--- src/core/rcr_pkg.sv ---
// Package with register map, field layout, reset values and timing for the reset cause recorder
package rcr_pkg;

    // Register byte addresses on the APB bus
    localparam logic [31:0] RCR_CAUSE_OFS    = 32'h00ffe050;
    localparam logic [31:0] RCR_IRQ_STAT_OFS = 32'h00ffe054;
    localparam logic [31:0] RCR_IRQ_MASK_OFS = 32'h00ffe058;

    // Field positions in the cause register
    localparam int RCR_POR_BIT   = 7;
    localparam int RCR_STOP_BIT  = 6;
    localparam int RCR_WDOG_BIT  = 5;
    localparam int RCR_EXT_BIT   = 4;
    localparam int RCR_FAULT_BIT = 3;
    localparam int RCR_SW_BIT    = 2;
    localparam int RCR_RSVD_BIT  = 1;
    localparam int RCR_SWRST_BIT = 0;

    // Cause field is bits 7:2, six flags wide
    localparam int RCR_FLAG_LSB = 2;
    localparam int RCR_NFLAGS   = 6;
    localparam int RCR_NSRC     = 5;

    // Reset values
    localparam logic [5:0] RCR_FLAGS_RST = 6'h20;
    localparam logic [5:0] RCR_STAT_RST  = 6'h00;
    localparam logic [5:0] RCR_MASK_RST  = 6'h00;

    // Length of the system reset request pulse
    localparam int RCR_CLK_PERIOD_PS = 5000;
    localparam int RCR_RST_PULSE_NS  = 100;
    localparam int RCR_RST_PULSE_CYC =
        (RCR_RST_PULSE_NS * 1000 + RCR_CLK_PERIOD_PS - 1) / RCR_CLK_PERIOD_PS;

    // Register selector
    typedef enum logic [1:0]
    {
        REG_CAUSE = 2'b00,
        REG_STAT  = 2'b01,
        REG_MASK  = 2'b10,
        REG_NONE  = 2'b11
    } rcr_reg_t;

    // Word address decode, low two address bits ignored
    function automatic rcr_reg_t rcr_decode(input logic [31:0] addr);
        rcr_reg_t sel;
        sel = REG_NONE;
        if (addr[31:2] == RCR_CAUSE_OFS[31:2])
            sel = REG_CAUSE;
        else if (addr[31:2] == RCR_IRQ_STAT_OFS[31:2])
            sel = REG_STAT;
        else if (addr[31:2] == RCR_IRQ_MASK_OFS[31:2])
            sel = REG_MASK;
        return sel;
    endfunction

endpackage

--- src/core/rcr_reg_if.sv ---
// Interface between the APB slave and the register core
`timescale 1ns/1ps
interface rcr_reg_if;
    import rcr_pkg::*;

    rcr_reg_t   idx;      // Selected register
    logic       acc_wr;   // Write completes this cycle
    logic       acc_rd;   // Read completes this cycle
    logic [7:0] wdata;    // Write data, low byte
    logic [7:0] rdata;    // Live read value from core
    logic [7:0] rd_snap;  // Value returned to the master

    modport bus
    (
        output idx,
        output acc_wr,
        output acc_rd,
        output wdata,
        output rd_snap,
        input  rdata
    );

    modport core
    (
        input  idx,
        input  acc_wr,
        input  acc_rd,
        input  wdata,
        input  rd_snap,
        output rdata
    );
endinterface

--- src/core/rcr_src_sync.sv ---
// Two-stage synchronisers and rising-edge detectors for the reset source inputs
`timescale 1ns/1ps
module rcr_src_sync
#(
    parameter int N = 5
)
(
    // Clock and reset
    input  wire logic         i_clk,
    input  wire logic         i_sys_rst,
    // Source levels and event pulses
    input  wire logic [N-1:0] i_lvl,
    output logic      [N-1:0] o_rise
);

    genvar g;
    generate
        for (g = 0; g < N; g++)
        begin : g_src
            logic meta_ff;
            logic sync_ff;
            logic prev_ff;
            logic rise_ff;
            logic nxt_rise;

            // Edge of the synchronised level
            always_comb
            begin
                nxt_rise = sync_ff & ~prev_ff;
            end

            // Synchroniser chain and pulse register
            always_ff @(posedge i_clk)
            begin
                if (i_sys_rst)
                begin
                    meta_ff <= 1'b0;
                    sync_ff <= 1'b0;
                    prev_ff <= 1'b0;
                    rise_ff <= 1'b0;
                end
                else
                begin
                    meta_ff <= i_lvl[g];
                    sync_ff <= meta_ff;
                    prev_ff <= sync_ff;
                    rise_ff <= nxt_rise;
                end
            end

            assign o_rise[g] = rise_ff;
        end
    endgenerate

endmodule

--- src/core/rcr_apb_slave.sv ---
// APB slave front end: decode, read data capture and access strobes
`timescale 1ns/1ps
module rcr_apb_slave
    import rcr_pkg::*;
(
    // Clock and reset
    input  wire logic        i_clk,
    input  wire logic        i_sys_rst,
    // APB
    input  wire logic        i_psel,
    input  wire logic        i_penable,
    input  wire logic        i_pwrite,
    input  wire logic [31:0] i_paddr,
    input  wire logic [31:0] i_pwdata,
    input  wire logic [3:0]  i_pstrb,
    output logic      [31:0] o_prdata,
    output logic             o_pready,
    output logic             o_pslverr,
    // Register core side
    rcr_reg_if.bus           reg_if
);

    logic [7:0] prdata_ff;
    logic [7:0] nxt_prdata;
    logic       setup;
    logic       access;
    rcr_reg_t   sel;

    // Phase decode and strobes
    always_comb
    begin
        setup         = i_psel & ~i_penable;
        access        = i_psel & i_penable;
        sel           = rcr_decode(i_paddr);
        reg_if.idx    = sel;
        reg_if.wdata  = i_pwdata[7:0];
        reg_if.acc_wr = access & i_pwrite & i_pstrb[0] & (sel != REG_NONE);
        reg_if.acc_rd = access & ~i_pwrite & (sel != REG_NONE);
        o_pready      = 1'b1;                          // Zero wait states
        o_pslverr     = access & (sel == REG_NONE);
        nxt_prdata    = prdata_ff;
        if (setup)
            nxt_prdata = i_pwrite ? 8'h00 : reg_if.rdata;  // Writes capture zero; reads capture the live register value
    end

    // Read data captured in the setup cycle
    always_ff @(posedge i_clk)
    begin
        if (i_sys_rst)
            prdata_ff <= 8'h00;
        else
            prdata_ff <= nxt_prdata;
    end

    assign o_prdata       = {24'h000000, prdata_ff};
    assign reg_if.rd_snap = prdata_ff;

endmodule

--- src/core/rcr_top.sv ---
// Reset cause recorder: cause register, software reset request and cause interrupt
`timescale 1ns/1ps
// Function
// - Keep a readable register naming the source of the latest reset or recovery.
// - Every reset or recovery event rewrites all cause flags together.
// - Read-only flags in bits 7:2: power-on, stop, watchdog, pin, fault, software.
// - Writing 1 to bit 0 starts a system reset; writing 0 does nothing.
// - A software-started reset sets the software cause flag, bit 2.
module rcr_top
    import rcr_pkg::*;
#(
    parameter int RST_PULSE_CYC = RCR_RST_PULSE_CYC
)
(
    // Clock and reset
    input  wire logic        i_clk,
    input  wire logic        i_sys_rst,
    // APB
    input  wire logic        i_psel,
    input  wire logic        i_penable,
    input  wire logic        i_pwrite,
    input  wire logic [31:0] i_paddr,
    input  wire logic [31:0] i_pwdata,
    input  wire logic [3:0]  i_pstrb,
    output logic      [31:0] o_prdata,
    output logic             o_pready,
    output logic             o_pslverr,
    // Reset sources, asynchronous levels
    input  wire logic        i_por_src,
    input  wire logic        i_stop_rec_src,
    input  wire logic        i_watchdog_src,
    input  wire logic        i_ext_pin_src,
    input  wire logic        i_fault_src,
    // System outputs
    output logic             o_sys_rst_req,
    output logic             o_irq
);

    localparam int CW = $clog2(RST_PULSE_CYC + 1);

    // Reset request states
    typedef enum logic [0:0]
    {
        REQ_IDLE = 1'b0,    // No request standing
        REQ_HOLD = 1'b1     // Request standing, count running
    } rcr_req_st_t;

    rcr_reg_if reg_if ();

    logic [RCR_NSRC-1:0]   src_rise;
    logic [RCR_NFLAGS-1:0] evt;
    logic                  sw_evt;
    logic [RCR_NFLAGS-1:0] flags_ff;
    logic [RCR_NFLAGS-1:0] nxt_flags;
    logic [RCR_NFLAGS-1:0] stat_ff;
    logic [RCR_NFLAGS-1:0] nxt_stat;
    logic [RCR_NFLAGS-1:0] mask_ff;
    logic [RCR_NFLAGS-1:0] nxt_mask;
    logic [RCR_NFLAGS-1:0] stat_clr;
    logic [CW-1:0]         cnt_ff;
    logic [CW-1:0]         nxt_cnt;
    logic                  irq_ff;
    logic                  nxt_irq;
    // Reset request state and per-register access strobes
    rcr_req_st_t           req_st_ff;
    rcr_req_st_t           nxt_req_st;
    logic                  wr_cause;
    logic                  wr_mask;
    logic                  rd_stat;
    // Read words in register layout
    logic [7:0]            cause_word;
    logic [7:0]            stat_word;
    logic [7:0]            mask_word;

    // Bus front end
    rcr_apb_slave u_apb
    (
        .i_clk     (i_clk),
        .i_sys_rst (i_sys_rst),
        .i_psel    (i_psel),
        .i_penable (i_penable),
        .i_pwrite  (i_pwrite),
        .i_paddr   (i_paddr),
        .i_pwdata  (i_pwdata),
        .i_pstrb   (i_pstrb),
        .o_prdata  (o_prdata),
        .o_pready  (o_pready),
        .o_pslverr (o_pslverr),
        .reg_if    (reg_if.bus)
    );

    // Source synchronisers, order matches flag bits 7 down to 3
    rcr_src_sync #(.N(RCR_NSRC)) u_sync
    (
        .i_clk     (i_clk),
        .i_sys_rst (i_sys_rst),
        .i_lvl     ({i_por_src, i_stop_rec_src, i_watchdog_src, i_ext_pin_src, i_fault_src}),
        .o_rise    (src_rise)
    );

    // Strobe for one register; every side effect of an access uses it
    // Keeps the write, read and register match in one place
    function automatic logic reg_hit
    (
        input logic     strobe,
        input rcr_reg_t idx,
        input rcr_reg_t want
    );
        return strobe && (idx == want);
    endfunction

    // Status and mask words: flags in bits 5:0, top two bits read zero
    function automatic logic [7:0] flag_word
    (
        input logic [RCR_NFLAGS-1:0] flags
    );
        return {2'h0, flags};
    endfunction

    // Access strobes, one per register side effect
    // Unmapped addresses never match, so they have no effect here
    always_comb
    begin
        wr_cause = reg_hit(reg_if.acc_wr, reg_if.idx, REG_CAUSE);
        wr_mask  = reg_hit(reg_if.acc_wr, reg_if.idx, REG_MASK);
        rd_stat  = reg_hit(reg_if.acc_rd, reg_if.idx, REG_STAT);
    end

    // Software reset: only bit 0 acts, bits 7:1 are ignored on write
    // A write of 0 to bit 0 is a plain no-op, so read-modify-write is harmless
    always_comb
    begin
        sw_evt = wr_cause & reg_if.wdata[RCR_SWRST_BIT];
    end

    // Event vector in flag order, positions taken from the field map
    // Sources arrive in synchroniser order: power-on first, fault last
    always_comb
    begin
        evt                               = '0;
        evt[RCR_POR_BIT   - RCR_FLAG_LSB] = src_rise[4];
        evt[RCR_STOP_BIT  - RCR_FLAG_LSB] = src_rise[3];
        evt[RCR_WDOG_BIT  - RCR_FLAG_LSB] = src_rise[2];
        evt[RCR_EXT_BIT   - RCR_FLAG_LSB] = src_rise[1];
        evt[RCR_FAULT_BIT - RCR_FLAG_LSB] = src_rise[0];
        evt[RCR_SW_BIT    - RCR_FLAG_LSB] = sw_evt;
    end

    // Cause flags: whole field rewritten on any event
    // Old causes are dropped, so the register names only the latest event
    always_comb
    begin
        nxt_flags = flags_ff;
        if (|evt)
            nxt_flags = evt;
    end

    // Cause flag register; power-on cause reported after reset
    // The reset that clears this block is itself reported as power-on
    always_ff @(posedge i_clk)
    begin
        if (i_sys_rst)
            flags_ff <= RCR_FLAGS_RST;
        else
            flags_ff <= nxt_flags;
    end

    // Read clear: only bits returned in the setup snapshot are cleared
    // A bit that sets after the snapshot stays set for the next read
    always_comb
    begin
        stat_clr = '0;
        if (rd_stat)
            stat_clr = reg_if.rd_snap[RCR_NFLAGS-1:0];
    end

    // Loop index shared by the per-flag generate loops
    genvar g;

    // Sticky status bits; a new event beats a clear in the same cycle
    generate
        for (g = 0; g < RCR_NFLAGS; g++)
        begin : g_stat
            assign nxt_stat[g] = (stat_ff[g] & ~stat_clr[g]) | evt[g];
        end
    endgenerate

    // Mask write and interrupt level
    // The level uses next values so it moves in step with the status
    // Masking a set bit drops the level without losing the status
    always_comb
    begin
        nxt_mask = mask_ff;
        if (wr_mask)
            nxt_mask = reg_if.wdata[RCR_NFLAGS-1:0];
        nxt_irq = |(nxt_stat & nxt_mask);
    end

    // Interrupt status, mask and output level
    // Status clears only by read; reset starts it empty
    always_ff @(posedge i_clk)
    begin
        if (i_sys_rst)
        begin
            stat_ff <= RCR_STAT_RST;
            mask_ff <= RCR_MASK_RST;
            irq_ff  <= 1'b0;
        end
        else
        begin
            stat_ff <= nxt_stat;
            mask_ff <= nxt_mask;
            irq_ff  <= nxt_irq;
        end
    end

    // System reset request: held for a fixed count after each trigger
    // A new trigger while the request stands restarts the count
    always_comb
    begin
        nxt_req_st = req_st_ff;
        nxt_cnt    = cnt_ff;
        case (req_st_ff)
            REQ_IDLE:
            begin
                if (sw_evt)
                begin
                    nxt_req_st = REQ_HOLD;
                    nxt_cnt    = CW'(RST_PULSE_CYC);
                end
            end
            REQ_HOLD:
            begin
                if (sw_evt)
                    nxt_cnt = CW'(RST_PULSE_CYC);
                else if (cnt_ff == CW'(1))
                begin
                    nxt_req_st = REQ_IDLE;
                    nxt_cnt    = '0;
                end
                else
                    nxt_cnt = cnt_ff - CW'(1);
            end
            default:
            begin
                nxt_req_st = REQ_IDLE;
                nxt_cnt    = '0;
            end
        endcase
    end

    // Reset request state and counter
    // The request does not clear this block; only the system reset does
    always_ff @(posedge i_clk)
    begin
        if (i_sys_rst)
        begin
            req_st_ff <= REQ_IDLE;
            cnt_ff    <= '0;
        end
        else
        begin
            req_st_ff <= nxt_req_st;
            cnt_ff    <= nxt_cnt;
        end
    end

    // Cause word: flag i sits at bit RCR_FLAG_LSB+i
    // Reserved bit 1 and write-only bit 0 always read zero
    generate
        for (g = 0; g < RCR_NFLAGS; g++)
        begin : g_cause
            assign cause_word[RCR_FLAG_LSB+g] = flags_ff[g];
        end
    endgenerate
    assign cause_word[RCR_RSVD_BIT]  = 1'b0;
    assign cause_word[RCR_SWRST_BIT] = 1'b0;

    // Status and mask words share the flag layout
    // Bit i of either word matches cause flag bit i+2
    assign stat_word = flag_word(stat_ff);
    assign mask_word = flag_word(mask_ff);

    // Read mux
    // Unmapped addresses read zero
    always_comb
    begin
        case (reg_if.idx)
            REG_CAUSE: reg_if.rdata = cause_word;
            REG_STAT:  reg_if.rdata = stat_word;
            REG_MASK:  reg_if.rdata = mask_word;
            default:   reg_if.rdata = 8'h00;
        endcase
    end

    // Both outputs come straight from flip-flops
    assign o_sys_rst_req = (req_st_ff == REQ_HOLD);
    assign o_irq         = irq_ff;

endmodule

--- config.mk ---
export PLATFORM = sky130hd
export DESIGN_NAME = rcr_top
export DESIGN_NICKNAME = d
export VERILOG_FILES = /design/src/core/rcr_pkg.sv /design/src/core/rcr_reg_if.sv /design/src/core/rcr_src_sync.sv /design/src/core/rcr_apb_slave.sv /design/src/core/rcr_top.sv
export SDC_FILE = /design/constraint.sdc
export NUM_CORES = 1
export LEC_CHECK = 0
export CAP_MARGIN = 20
export CORE_AREA = 5 5 75 77
export DETAILED_ROUTE_END_ITERATION = 10
export DIE_AREA = 0 0 80 82
export DONT_BUFFER_PORTS = 1
export SLEW_MARGIN = 10
export SYNTH_ARGS = -nofsm -noshare
export SYNTH_HDL_FRONTEND = slang
export SYNTH_SLANG_ARGS = --single-unit
export TNS_END_PERCENT = 20
--- constraint.sdc ---
create_clock -name i_clk -period 3.6 [get_ports i_clk]
set_input_delay 0.72 -clock i_clk [delete_from_list [all_inputs] [get_ports i_clk]]
set_output_delay 0.72 -clock i_clk [all_outputs]
set_load 0.1 [all_outputs]
Yosys cells after proc, flatten, opt, wreduce, memory -nomap -nowiden
Index checks and enable logic that the tools add are counted.

Flip-flop bits (word level): 53. Logic and storage cells: 99.

Add/subtract/negate cells: 1. Eq/ne operators: 9. Multiplexer cells: 15. Bitwise operators: 41. Reduce and logical (&&, ||, !) cells: 6.

Operators by type and width (count): $eq A30 B22 Y1 const B (3); $pmux W8 S3 (1); $and A1 B1 Y1 (20); $mux W5 (3); $not A1 Y1 (14); $mux W6 (2); $reduce_or A6 Y1 (2); $pmux W5 S2 (1); $mux W8 (1); $and A6 B6 Y6 (1); $or A1 B1 Y1 (6); $eq A5 B1 Y1 const B (1); $sub A5 B1 Y5 const B (1); $eq A2 B2 Y1 const B (2); $mux W1 (4); $mux W2 (2); $ne A2 B2 Y1 const B (2); $logic_and A1 B1 Y1 (3); $eq A2 B1 Y1 const B (1); $logic_not A2 Y1 (1); $pmux W1 S2 (1).

Logic depth before layout (Yosys ltp)
Gate-level depths: netlist of the first run.

Depth after elaboration: 13. Mapped depth: 8. Depth with buffers taken out: 7.

Cells and area by module
A second synthesis of the first run with hierarchy kept.

Cells, all modules: 270. Area total of the unflattened synthesis: 2613.8 um^2.

By module, submodules not included: rcr_top (instances 1, cells an instance 124, area an instance 1186.1 um^2); rcr_apb_slave (instances 1, cells an instance 99, area an instance 794.5 um^2); rcr_src_sync (instances 1, cells an instance 47, area an instance 633.1 um^2).

Worst setup path before layout of the first run
No wires, ideal clock.

Path kind: input to output. From: in i_paddr[5]. To: out o_pslverr. Arrival: 2612 ps. Data required time: 2880 ps. Path slack: 268 ps. Stages on the path: 4. Path buffers: 0. Cells stage by stage: and4bb_2 > nand3_2 > nor2_1 > a21oi_1.

Cells in the longest elaborated chain, start to end: 6. Elaborated cells between the ends (all ways): 8. Classes of those cells: eq/ne: 4; mux: 3; bitwise: 1.

Ends and longest elaborated chain: start: declaration (line rcr_top.sv:22) `input wire logic [31:0] i_paddr,`; $eq A30 B22 Y1 (line rcr_pkg.sv:52) `else if (addr[31:2] == RCR_IRQ_MASK_OFS[31:2])`; $mux W1 (line rcr_pkg.sv:52); $mux W2 (line rcr_pkg.sv:50) `else if (addr[31:2] == RCR_IRQ_STAT_OFS[31:2])`; $mux W2 (*) (line rcr_pkg.sv:48) `if (addr[31:2] == RCR_CAUSE_OFS[31:2])`; $eq A2 B2 Y1 (*) (line rcr_apb_slave.sv:40) `o_pslverr = access & (sel == REG_NONE);`; $and A1 B1 Y1 (*) (line rcr_apb_slave.sv:40); end: declaration (line rcr_top.sv:27) `output logic o_pslverr,`.

Every way passes the cells marked *; elsewhere a longest branch is shown, timed or not.

Final worst setup path of the first run
From: in i_paddr[7]. To: out o_pslverr.

The elaborated chain is that of the path after synthesis.

==> impl_metrics.json, run 1 <==
{
  "clk_path_buf_depth": 2,
  "rsz0062_at_grt": "no",
  "combPwrFrac_pct": 13.0,
  "finClkSkew_ps": 11.6,
  "p_leak_nw": 0.929,
  "post-route-period-util_pct": 71.1,
  "diodes": 0,
  "finish.utilization_pct": 50.1,
  "cts_root_buffer": "clkbuf_8",
  "grt_overflow": 0,
  "multi_input_area_mm2": 0.00115,
  "dr.first_iter.drc_count": 89,
  "place_area_mm2": 0.00236,
  "hold_viol_final": 0,
  "fin_nets": 328,
  "avgRoutedWirePerCell_um": 14.4,
  "place_inst": 311,
  "slew_headroom_pct": 30.4,
  "ys_seq_area_share_pct": 44.8,
  "grt_pass1_vias": 1455,
  "grt_max_degree": 49,
  "cts_setup_buffers": 0,
  "seqCellArea_mm2": 0.00106,
  "ys_warn_count": 0,
  "hpwl_um": 3350,
  "final.setup.tns_ps": 0,
  "die_h_um": 82,
  "die_area_mm2": 0.00656,
  "top_usage_layer": "met2",
  "crit_arrival_ps": 1840,
  "netlist_area_mm2": 0.00237,
  "cts_max_level": 2,
  "use_met2_pct": 22.7,
  "drive_above_1_share_pct": 12.4,
  "clkTransAtPathRegs_ps": 90,
  "ir_worst_vdd_mv": 0.268,
  "rows": 26,
  "critPathLaunchType": "input pin",
  "worst-path-max-fanout": 8,
  "gr-usage-met1_pct": 17.9,
  "dr.pass1.iters": 4,
  "ys_ff_latch": 53,
  "yosysTopAreaCell": "dfxtp_1",
  "clock-sinks": 53,
  "drt-total-wl_um": 4580,
  "ios": 114,
  "postSynthCellCount": 247,
  "grtUsageTotal_pct": 14.4,
  "final_cells": 319,
  "remaining_drc_errors": 0,
  "die_x_um": 80,
  "end_kind": "output port",
  "start_util_pct": 47.9,
  "n_fill_cell": 504,
  "yosys_most_used_dff": "dfxtp_1",
  "critPathKind": "in2out",
  "cts_buffers": 5,
  "setup_viol": 0,
  "power_density_mw_per_mm2": 472,
  "stdcell_area_mm2": 0.00248,
  "ant_nets": 0,
  "whs_ps": 382,
  "cts_tree": "done",
  "syn_avg_cell_area_um2": 9.59,
  "area.growth.synth_to_final_pct": 4.54,
  "synth_top_area_share_pct": 44.8,
  "core_mm2": 0.00494,
  "maxCapViolCount": 0,
  "port_buffers": 0,
  "fin_total_pwr_mw": 1.17,
  "power_frac_seq_pct": 51.7,
  "p_int_mw": 0.844,
  "viasPerCell": 5.03,
  "cts_resized": 0,
  "dp_worst_setup_slack_ps": 826,
  "power_switching_mw": 0.324,
  "grt_pass1_wl_um": 7180,
  "use_met3_pct": 5.15,
  "fmax_mhz": 390,
  "grt_antenna_before_repair": 0,
  "slew_violations": 0,
  "synth.distinct_cells": 49,
  "setup_ws_ps": 1040,
  "holdBufCountCts": 0,
  "place.gp.congestion": 0.764,
  "synth.area.top_cells": "dfxtp_1 45%, buf_4 7.9%, nor2b_1 6.9%",
  "tightest_slew_ps": 1040,
  "switching_share_pct": 27.8,
  "clk_latency_ps": 310,
  "via_count": 1605,
  "period_needed_ps": 2560,
  "ys_async_sr_fraction_pct": 0,
  "synth_edf_count": 0,
  "hold_path.class": "reg2reg",
  "cp_data_required_time_ps": 2880,
  "p_clk_share_pct": 35.3,
  "outcome": "finished clean"
}
[power groups by stage]
stage	logic [mW]	registers (mW)	clock network, mW
final	0.152	0.603	0.413
after global routing	0.158	0.605	0.455
after CTS	0.152	0.604	0.427
after detailed placement	0.152	0.617	0
after global placement	0.151	0.617	0
after floorplan	0.175	0.616	0
[worst paths after layout]
check / from / endpoint / slack, ps / cells past startpoint
min reg2reg: u_sync.g_src[1].prev_ff$_SDFF_PP0_ / u_sync.g_src[1].rise_ff$_SDFF_PP0_ / 380 / 1
min: u_sync.g_src[1].prev_ff$_SDFF_PP0_ / u_sync.g_src[1].rise_ff$_SDFF_PP0_ / 380 / 1
max reg2reg: u_apb.reg_if.rd_snap[4]$_SDFFE_PP0P_ / o_irq$_SDFF_PP0_ / 1830 / 3
max: i_paddr[7] / o_pslverr / 1040 / 5
[cell type report]
type	count	area share, %
clock buffers	7	3.49
clock inverters	1	1.21
inverters	6	0.910
multi-input cells	177	46.5
flip-flops and latches	53	42.9
well taps	70	3.54
repair buffers	5	1.52
[cell usage in the layout, fill, tap and decap left out, types with 2 or more instances in the layout]
cell type | Yosys | layout
clkbuf_8 | 0 | 6
and4_1 | 3 | 3
nand2_1 | 14 | 14
inv_1 | 6 | 6
a21oi_1 | 16 | 15
nor3_1 | 8 | 8
nand2b_1 | 2 | 2
nor4_4 | 2 | 2
or4_1 | 3 | 3
mux2_2 | 3 | 3
buf_4 | 25 | 5
a22o_1 | 2 | 2
o41ai_1 | 2 | 2
dfxtp_1 | 53 | 53
nor2b_1 | 26 | 26
mux2i_1 | 8 | 8
nor2_1 | 22 | 22
o21ai_0 | 4 | 4
a22oi_1 | 7 | 7
ha_1 | 2 | 2
conb_1 | 2 | 25
nand3_1 | 2 | 2
or2_2 | 3 | 3
[cells in the mapped netlist (2+ instances only)]
library cell and count:
ha_1 2, nor2_1 22, nand2b_1 2, and4_1 3, a22o_1 2, a22oi_1 7, buf_4 25, nor4_4 2
mux2i_1 8, o21ai_0 4, nand3_1 2, nand2_1 14, a21oi_1 16, clkbuf_1 6, o41ai_1 2, mux2_2 3
or4_1 3, dfxtp_1 53, nor3_1 8, inv_1 6, conb_1 2, or2_2 3, nor2b_1 26
[flip-flops by register name, indices dropped and copies added (netlist names)]
register / cells
mask_ff: 6
u_sync.g_src.rise_ff: 5
o_irq: 1
u_sync.g_src.prev_ff: 5
u_sync.g_src.sync_ff: 5
u_apb.reg_if.rd_snap: 8
stat_ff: 6
flags_ff: 6
o_sys_rst_req: 1
cnt_ff: 5
u_sync.g_src.meta_ff: 5
[worst max-delay path, stage by stage]
cell      delay, ps
nor4bb_1        380
nand3_2         270
nor2_1          180
a21oi_2          60
buf_4           230
[logic make-up after synthesis]
family	count (synthesis)	synth area share, %
AO/OA/AOI/OAI	41	11.9
adder cells (fa/ha/maj)	2	1.06
buffers and inverters	40	10.4
flip-flops	53	44.8
multiplexers	11	4.81
other	2	0.317
AND/OR/NAND/NOR	98	26.7
[metal layers]
layer / vias to the layer above / part of all wire [%]
li1: 811 / -
met2: 76 / 45
met3: 5 / 12
met1: 713 / 42
met5: - / 0
met4: 0 / 1.0
Note: power is estimated with default switching activity, not from simulation.
==> run 2, diff against run 1 <==
--- a/config.mk
+++ b/config.mk
@@ -5,10 +5,11 @@
 export SDC_FILE = /design/constraint.sdc
 export NUM_CORES = 1
 export LEC_CHECK = 0
+export ABC_AREA = 1
 export CAP_MARGIN = 20
-export CORE_AREA = 5 5 75 77
+export CORE_AREA = 5 5 78 80
 export DETAILED_ROUTE_END_ITERATION = 10
-export DIE_AREA = 0 0 80 82
+export DIE_AREA = 0 0 83 85
 export DONT_BUFFER_PORTS = 1
 export SLEW_MARGIN = 10
 export SYNTH_ARGS = -nofsm -noshare
==> constraint.sdc (replaced) <==
create_clock -name i_clk -period 2.63 [get_ports i_clk]
set_input_delay 0.526 -clock i_clk [delete_from_list [all_inputs] [get_ports i_clk]]
set_output_delay 0.526 -clock i_clk [all_outputs]
set_load 0.1 [all_outputs]
==> run 2 against run 1 <==
Largest cell class unchanged. Power grew 26%. Highest routed layer unchanged. Global-route usage grew 0.26 points. Via count grew 33%.
==> impl_metrics.json, run 2 <==
{
  "post-route-period-util_pct": 79.8,
  "yosys_most_used_dff": "dfxtp_1",
  "synth_common_cells": "90 x nand2_1, 53 x dfxtp_1, 43 x inv_1",
  "critPathKind": "in2out",
  "tightest_slew_ps": 561,
  "syn_avg_cell_area_um2": 7.11,
  "ant_nets": 0,
  "hold_start": "i_sys_rst",
  "min_to": "u_sync.g_src[3].prev_ff$_SDFF_PP0_",
  "rsz0062_at_grt": "no",
  "hpwl_um": 4030,
  "yosysMostFrequentCell": "nand2_1",
  "cpPeakStageDelay_ps": 230,
  "crit_family": "simple AND/OR/NAND/NOR gates",
  "ir_worst_vdd_mv": 0.424,
  "place.gp.congestion": 0.904,
  "cp_data_required_time_ps": 2100,
  "cp_slowest_cell": "nor2_4",
  "period_needed_ps": 2100,
  "worst-path-max-fanout": 6,
  "cts_resized": 0,
  "fin_nets": 453,
  "hold_path.class": "in2reg",
  "grtUsageTotal_pct": 14.6,
  "grt_pass1_vias": 1922,
  "synth.distinct_cells": 28,
  "crit_buf_inv": 1,
  "crit_arrival_ps": 1570,
  "timing.rr.start": "u_apb.reg_if.rd_snap[0]$_SDFFE_PP0P_",
  "dr.first_iter.drc_count": 93,
  "port_buffers": 0,
  "drt-total-wl_um": 5160,
  "area.growth.synth_to_final_pct": 4.57,
  "hold_viol_final": 0,
  "synth.area.top_cells": "dfxtp_1 41%, nand2_1 13%, buf_4 7.3%",
  "start_util_pct": 48.2,
  "postSynthCellCount": 362,
  "dr.pass1.iters": 4,
  "final.setup.tns_ps": 0,
  "critPathLaunchType": "input pin",
  "r2r_slack_ps": 1380,
  "die_h_um": 85,
  "clk_latency_ps": 300,
  "clock-sinks": 53,
  "layout_commonest_cell": "nand2_1",
  "power_density_mw_per_mm2": 547,
  "rr_endpoint": "o_irq$_SDFF_PP0_",
  "avgRoutedWirePerCell_um": 11.6,
  "diodes": 0,
  "grt_antenna_before_repair": 0,
  "clkTransAtPathRegs_ps": 90,
  "fmax_mhz": 477,
  "maxCapViolCount": 0,
  "grt_max_degree": 51,
  "finClkSkew_ps": 7.20,
  "end_kind": "output port",
  "ys_async_sr_fraction_pct": 0,
  "hold_path_depth": 1,
  "slew_headroom_pct": 62.5,
  "ys_warn_count": 0,
  "synth_top_area_share_pct": 41.2,
  "largest_register_ffs": 8,
  "rows": 27,
  "cts_setup_buffers": 0,
  "remaining_drc_errors": 0,
  "via_count": 2133,
  "ys_seq_area_share_pct": 41.2,
  "outcome": "finished clean",
  "most-common-layout-cells": "90 x nand2_1, 53 x dfxtp_1, 43 x inv_1, 39 x nor2_1, 32 x a21oi_1",
  "die_area_mm2": 0.00706,
  "ios": 114,
  "synth_edf_count": 0,
  "grt_overflow": 0,
  "viasPerCell": 4.79,
  "clk_path_buf_depth": 2,
  "ys_ff_latch": 53,
  "cts_buffers": 5,
  "finish.utilization_pct": 50.4,
  "cts_tree": "done",
  "core_mm2": 0.00534,
  "cts_max_level": 2,
  "yosysTopAreaCell": "dfxtp_1",
  "netlist_area_mm2": 0.00257,
  "ff2ff_path_depth": 8,
  "cts_root_buffer": "clkbuf_8",
  "die_x_um": 83,
  "setup_viol": 0,
  "grt_pass1_wl_um": 8560,
  "drive_above_1_share_pct": 10.5,
  "worstPathCellList": "nor2_1, nand3_1, nor2_4, nand2_2, nand2_1, nor2_2, buf_4",
  "slew_violations": 0,
  "p_leak_nw": 1.22,
  "holdBufCountCts": 0
}
==> run 2: cell types whose count changed after synthesis, moves of 5 or more <==
cell     before  now
nand2_2       0    5
a22oi_1       7    0
mux2i_1       8    0
nor2b_1      26    0
nand2_1      14   90
inv_1         6   43
a21oi_1      16   32
nand3_1       2   26
nor2_1       22   40
==> run 2: final cells by class <==
cell class / count / area, µm²
clock buffer: 6 / 72.6
multi-input combinational: 253 / 1180
inverter: 46 / 173
fill: 579 / 2650
timing repair buffer: 14 / 105
tap: 72 / 90.1
clock inverter: 1 / 8.76
sequential: 53 / 1060
==> run 2: report_power, final <==
group / total [mW] / internal [mW] / switching (mW)
Sequential: 0.825 / 0.819 / 0.00589
Clock: 0.430 / 0.185 / 0.245
Combinational: 0.217 / 0.0208 / 0.196
Total: 1.47 / 1.02 / 0.448
==> run 2: cells by family after synthesis <==
group | Yosys count | share of synthesized area [%]
other | 2 | 0.292
and+or+nand+nor | 188 | 32.9
AOI/OAI and AO/OA | 36 | 7.54
DFF | 53 | 41.2
buffers and inverters | 79 | 16.3
xor gates and xnor gates | 2 | 0.681
adders and majority gates | 2 | 0.973
==> run 2: per-stage QoR <==
| step | cells | hold slack, ps | setup slack (ps) | instance area [µm²] | power [mW] |
|---|---|---|---|---|---|
| 3_5_place_dp | 438 | 382 | 418 | 2610 | 1.06 |
| 3_3_place_gp | 438 | 377 | 435 | 2610 | 1.06 |
| 4_1_cts | 445 | 280 | 520 | 2690 | 1.49 |
| 5_1_grt | 445 | 275 | 411 | 2690 | 1.54 |
| 2_1_floorplan | 385 | 374 | 189 | 2660 | 1.09 |
| 6_report | 445 | 300 | 532 | 2690 | 1.47 |
==> run 2: how the worst max path moves through the flow <==
| stage | start | depth (start not counted) | end |
|---|---|---|---|
| final | i_paddr[25] | 7 | o_pslverr |
| after global routing | i_paddr[25] | 7 | o_pslverr |
| after CTS | i_paddr[25] | 7 | o_pslverr |
| after detailed placement | i_paddr[25] | 12 | o_irq$_SDFF_PP0_ |
| after global placement | i_paddr[25] | 12 | o_irq$_SDFF_PP0_ |
| after floorplan | i_paddr[17] | 9 | o_pslverr |
==> run 2: routing by layer <==
layer	vias to the layer above	global-route usage (%)	wire [µm]
met2	67	25.1	2460
met1	956	16.9	2170
met4	0	4.75	77
met3	8	5.34	447
li1	1102	-	-
met5	-	0	0
==> run 3, diff against run 2 <==
--- a/config.mk
+++ b/config.mk
@@ -11,6 +11,7 @@
 export DETAILED_ROUTE_END_ITERATION = 10
 export DIE_AREA = 0 0 83 85
 export DONT_BUFFER_PORTS = 1
+export PLACE_DENSITY = 0.66
 export SLEW_MARGIN = 10
 export SYNTH_ARGS = -nofsm -noshare
 export SYNTH_HDL_FRONTEND = slang
==> constraint.sdc (replaced) <==
create_clock -name i_clk -period 1.77 [get_ports i_clk]
set_input_delay 0.354 -clock i_clk [delete_from_list [all_inputs] [get_ports i_clk]]
set_output_delay 0.354 -clock i_clk [all_outputs]
set_load 0.1 [all_outputs]
==> run 3 against run 2 <==
Global-route usage increased by 0.27 points. Power increased by 52%. Setup slack worse by 430 ps. First-iteration DRC count up 13%. Clock-buffer cell count is 1 lower. Sequential share of layout area decreased by 2.3 points. Die area is the same. Routed wire length increased by 3.7%. Core utilization up 3.2 points. Worst hold slack lost 190 ps. Critical path depth increased by 3. Via count is 0.89% higher. Largest power group unchanged.
==> impl_metrics.json, run 3 (synthesized netlist as in run 2, its figures left out) <==
{
  "grtUsageTotal_pct": 14.9,
  "ant_nets": 0,
  "viasPerCell": 4.64,
  "via_count": 2152,
  "r2r_slack_ps": 490,
  "use_met2_pct": 26.2,
  "fmax_mhz": 599,
  "cts_tree": "done",
  "power_switching_mw": 0.696,
  "drive_above_1_share_pct": 16.3,
  "cts_root_buffer": "clkbuf_8",
  "die_area_mm2": 0.00706,
  "hold_viol_final": 0,
  "n_fill_cell": 554,
  "critical_path.most_common_cell": "nand2_2",
  "most-common-layout-cells": "88 x nand2_1, 52 x dfxtp_1, 43 x inv_1, 37 x nor2_1, 32 x a21oi_1",
  "maxCapViolCount": 0,
  "grt_antenna_before_repair": 0,
  "p_leak_nw": 1.32,
  "grt_overflow": 0,
  "worstPathCellList": "nor2_1, nand2_1, nor2_4, nand2_1, nand2_2, nand2_2, buf_4, nand2_2, nor2_4, buf_12",
  "worst-path-max-fanout": 3,
  "post-route-period-util_pct": 94.4,
  "path_depth": 10,
  "grt_max_degree": 51,
  "crit_end": "o_pslverr",
  "switching_share_pct": 31.1,
  "power_density_mw_per_mm2": 781,
  "cts_max_level": 2,
  "clock-sinks": 53,
  "port_buffers": 0,
  "clk_path_buf_depth": 2,
  "layout_commonest_cell": "nand2_1",
  "critPathKind": "in2out",
  "die_x_um": 83,
  "crit_arrival_ps": 1320,
  "startpoint": "i_paddr[10]",
  "core_mm2": 0.00534,
  "period_needed_ps": 1670,
  "use_met3_pct": 4.76,
  "place.gp.congestion": 0.870,
  "area.growth.synth_to_final_pct": 11.3,
  "clkTransAtPathRegs_ps": 90,
  "clk_latency_ps": 300,
  "cpPeakStageDelay_ps": 160,
  "dr.pass1.iters": 4,
  "dr.first_iter.drc_count": 105,
  "rr_endpoint": "flags_ff[2]$_SDFFE_PP0P_",
  "ff2ff_path_depth": 7,
  "diodes": 0,
  "finish.utilization_pct": 53.6,
  "crit_family": "simple AND/OR/NAND/NOR gates",
  "ios": 114,
  "power_frac_seq_pct": 54.9,
  "outcome": "finished clean",
  "hold_path_depth": 1,
  "hold_start": "i_sys_rst",
  "crit_buf_inv": 2,
  "gr-usage-met1_pct": 16.9,
  "remaining_drc_errors": 0,
  "cp_data_required_time_ps": 1420,
  "critPathLaunchType": "input pin",
  "finClkSkew_ps": 8.91,
  "avgRoutedWirePerCell_um": 11.5,
  "rows": 27,
  "largest_register_ffs": 8,
  "grt_pass1_wl_um": 8650,
  "hpwl_um": 4060,
  "holdBufCountCts": 0,
  "fin_nets": 471,
  "start_util_pct": 48.2,
  "drt-total-wl_um": 5350,
  "hold_path.class": "in2reg",
  "die_h_um": 85,
  "timing.rr.start": "u_sync.g_src[3].rise_ff$_SDFF_PP0_",
  "combPwrFrac_pct": 15.1,
  "p_int_mw": 1.54,
  "cp_slowest_cell": "buf_12",
  "top_usage_layer": "met2",
  "end_kind": "output port",
  "setup_ws_ps": 99.2,
  "cts_buffers": 5,
  "dp_worst_setup_slack_ps": -44.1,
  "p_clk_share_pct": 30.1,
  "setup_viol": 0,
  "slew_violations": 0,
  "grt_pass1_vias": 2012,
  "ir_worst_vdd_mv": 0.426
}
run 3: repair_timing:
action | 4_1_cts | 5_1_grt
endpoints found under the setup margin | 0 | 1
resized for setup | 0 | 3
setup buffers | 0 | 1
endpoints found under the hold margin | 0 | 0
run 3: how the worst min path moves through the flow:
| stage | slack (ps) | to |
|---|---|---|
| after floorplan | 370 | u_sync.g_src[0].rise_ff$_SDFF_PP0_ |
| after global placement | 380 | u_sync.g_src[3].rise_ff$_SDFF_PP0_ |
| after detailed placement | 380 | u_sync.g_src[1].rise_ff$_SDFF_PP0_ |
| after CTS | 100 | u_sync.g_src[4].meta_ff$_SDFF_PP0_ |
| after global routing | 80 | mask_ff[2]$_SDFF_PP0_ |
| final | 110 | u_sync.g_src[4].meta_ff$_SDFF_PP0_ |
run 3: cell type report:
type	instances	area, µm²	share of cell area, %
multi-input combinational	253	1190	41.7
sequential	53	1060	37.1
timing repair buffer	32	253	8.83
inverter	46	173	6.03
tap	72	90.1	3.15
clock buffer	5	68.8	2.40
clock inverter	3	21.3	0.743
run 3: power by group through the flow:
| stage | registers [mW] | logic, mW | clock network (mW) |
|---|---|---|---|
| 3_5_place_dp | 1.25 | 0.334 | 0 |
| 4_1_cts | 1.23 | 0.335 | 0.699 |
| 6_report | 1.23 | 0.336 | 0.672 |
| 2_1_floorplan | 1.25 | 0.368 | 0 |
| 3_3_place_gp | 1.25 | 0.331 | 0 |
| 5_1_grt | 1.23 | 0.354 | 0.756 |
run 3: stage by stage:
step / area, µm² / total power, mW / std cells / setup TNS (ps) / hold WS (ps)
2_1_floorplan: 2670 / 1.62 / 385 / -7.77 / 374
3_3_place_gp: 2760 / 1.58 / 455 / -41.5 / 378
3_5_place_dp: 2760 / 1.59 / 455 / -44.1 / 383
4_1_cts: 2850 / 2.26 / 463 / 0 / 96.1
5_1_grt: 2860 / 2.34 / 464 / -7.09 / 82.6
6_report: 2860 / 2.23 / 464 / 0 / 109
run 3: layer usage:
metal	vias to the layer above	share of wire, %	wire length [µm]
met5	-	0	0
met4	0	1.7	91
met3	9	7.9	423
met2	77	48	2590
met1	925	42	2250
li1	1141	-	-
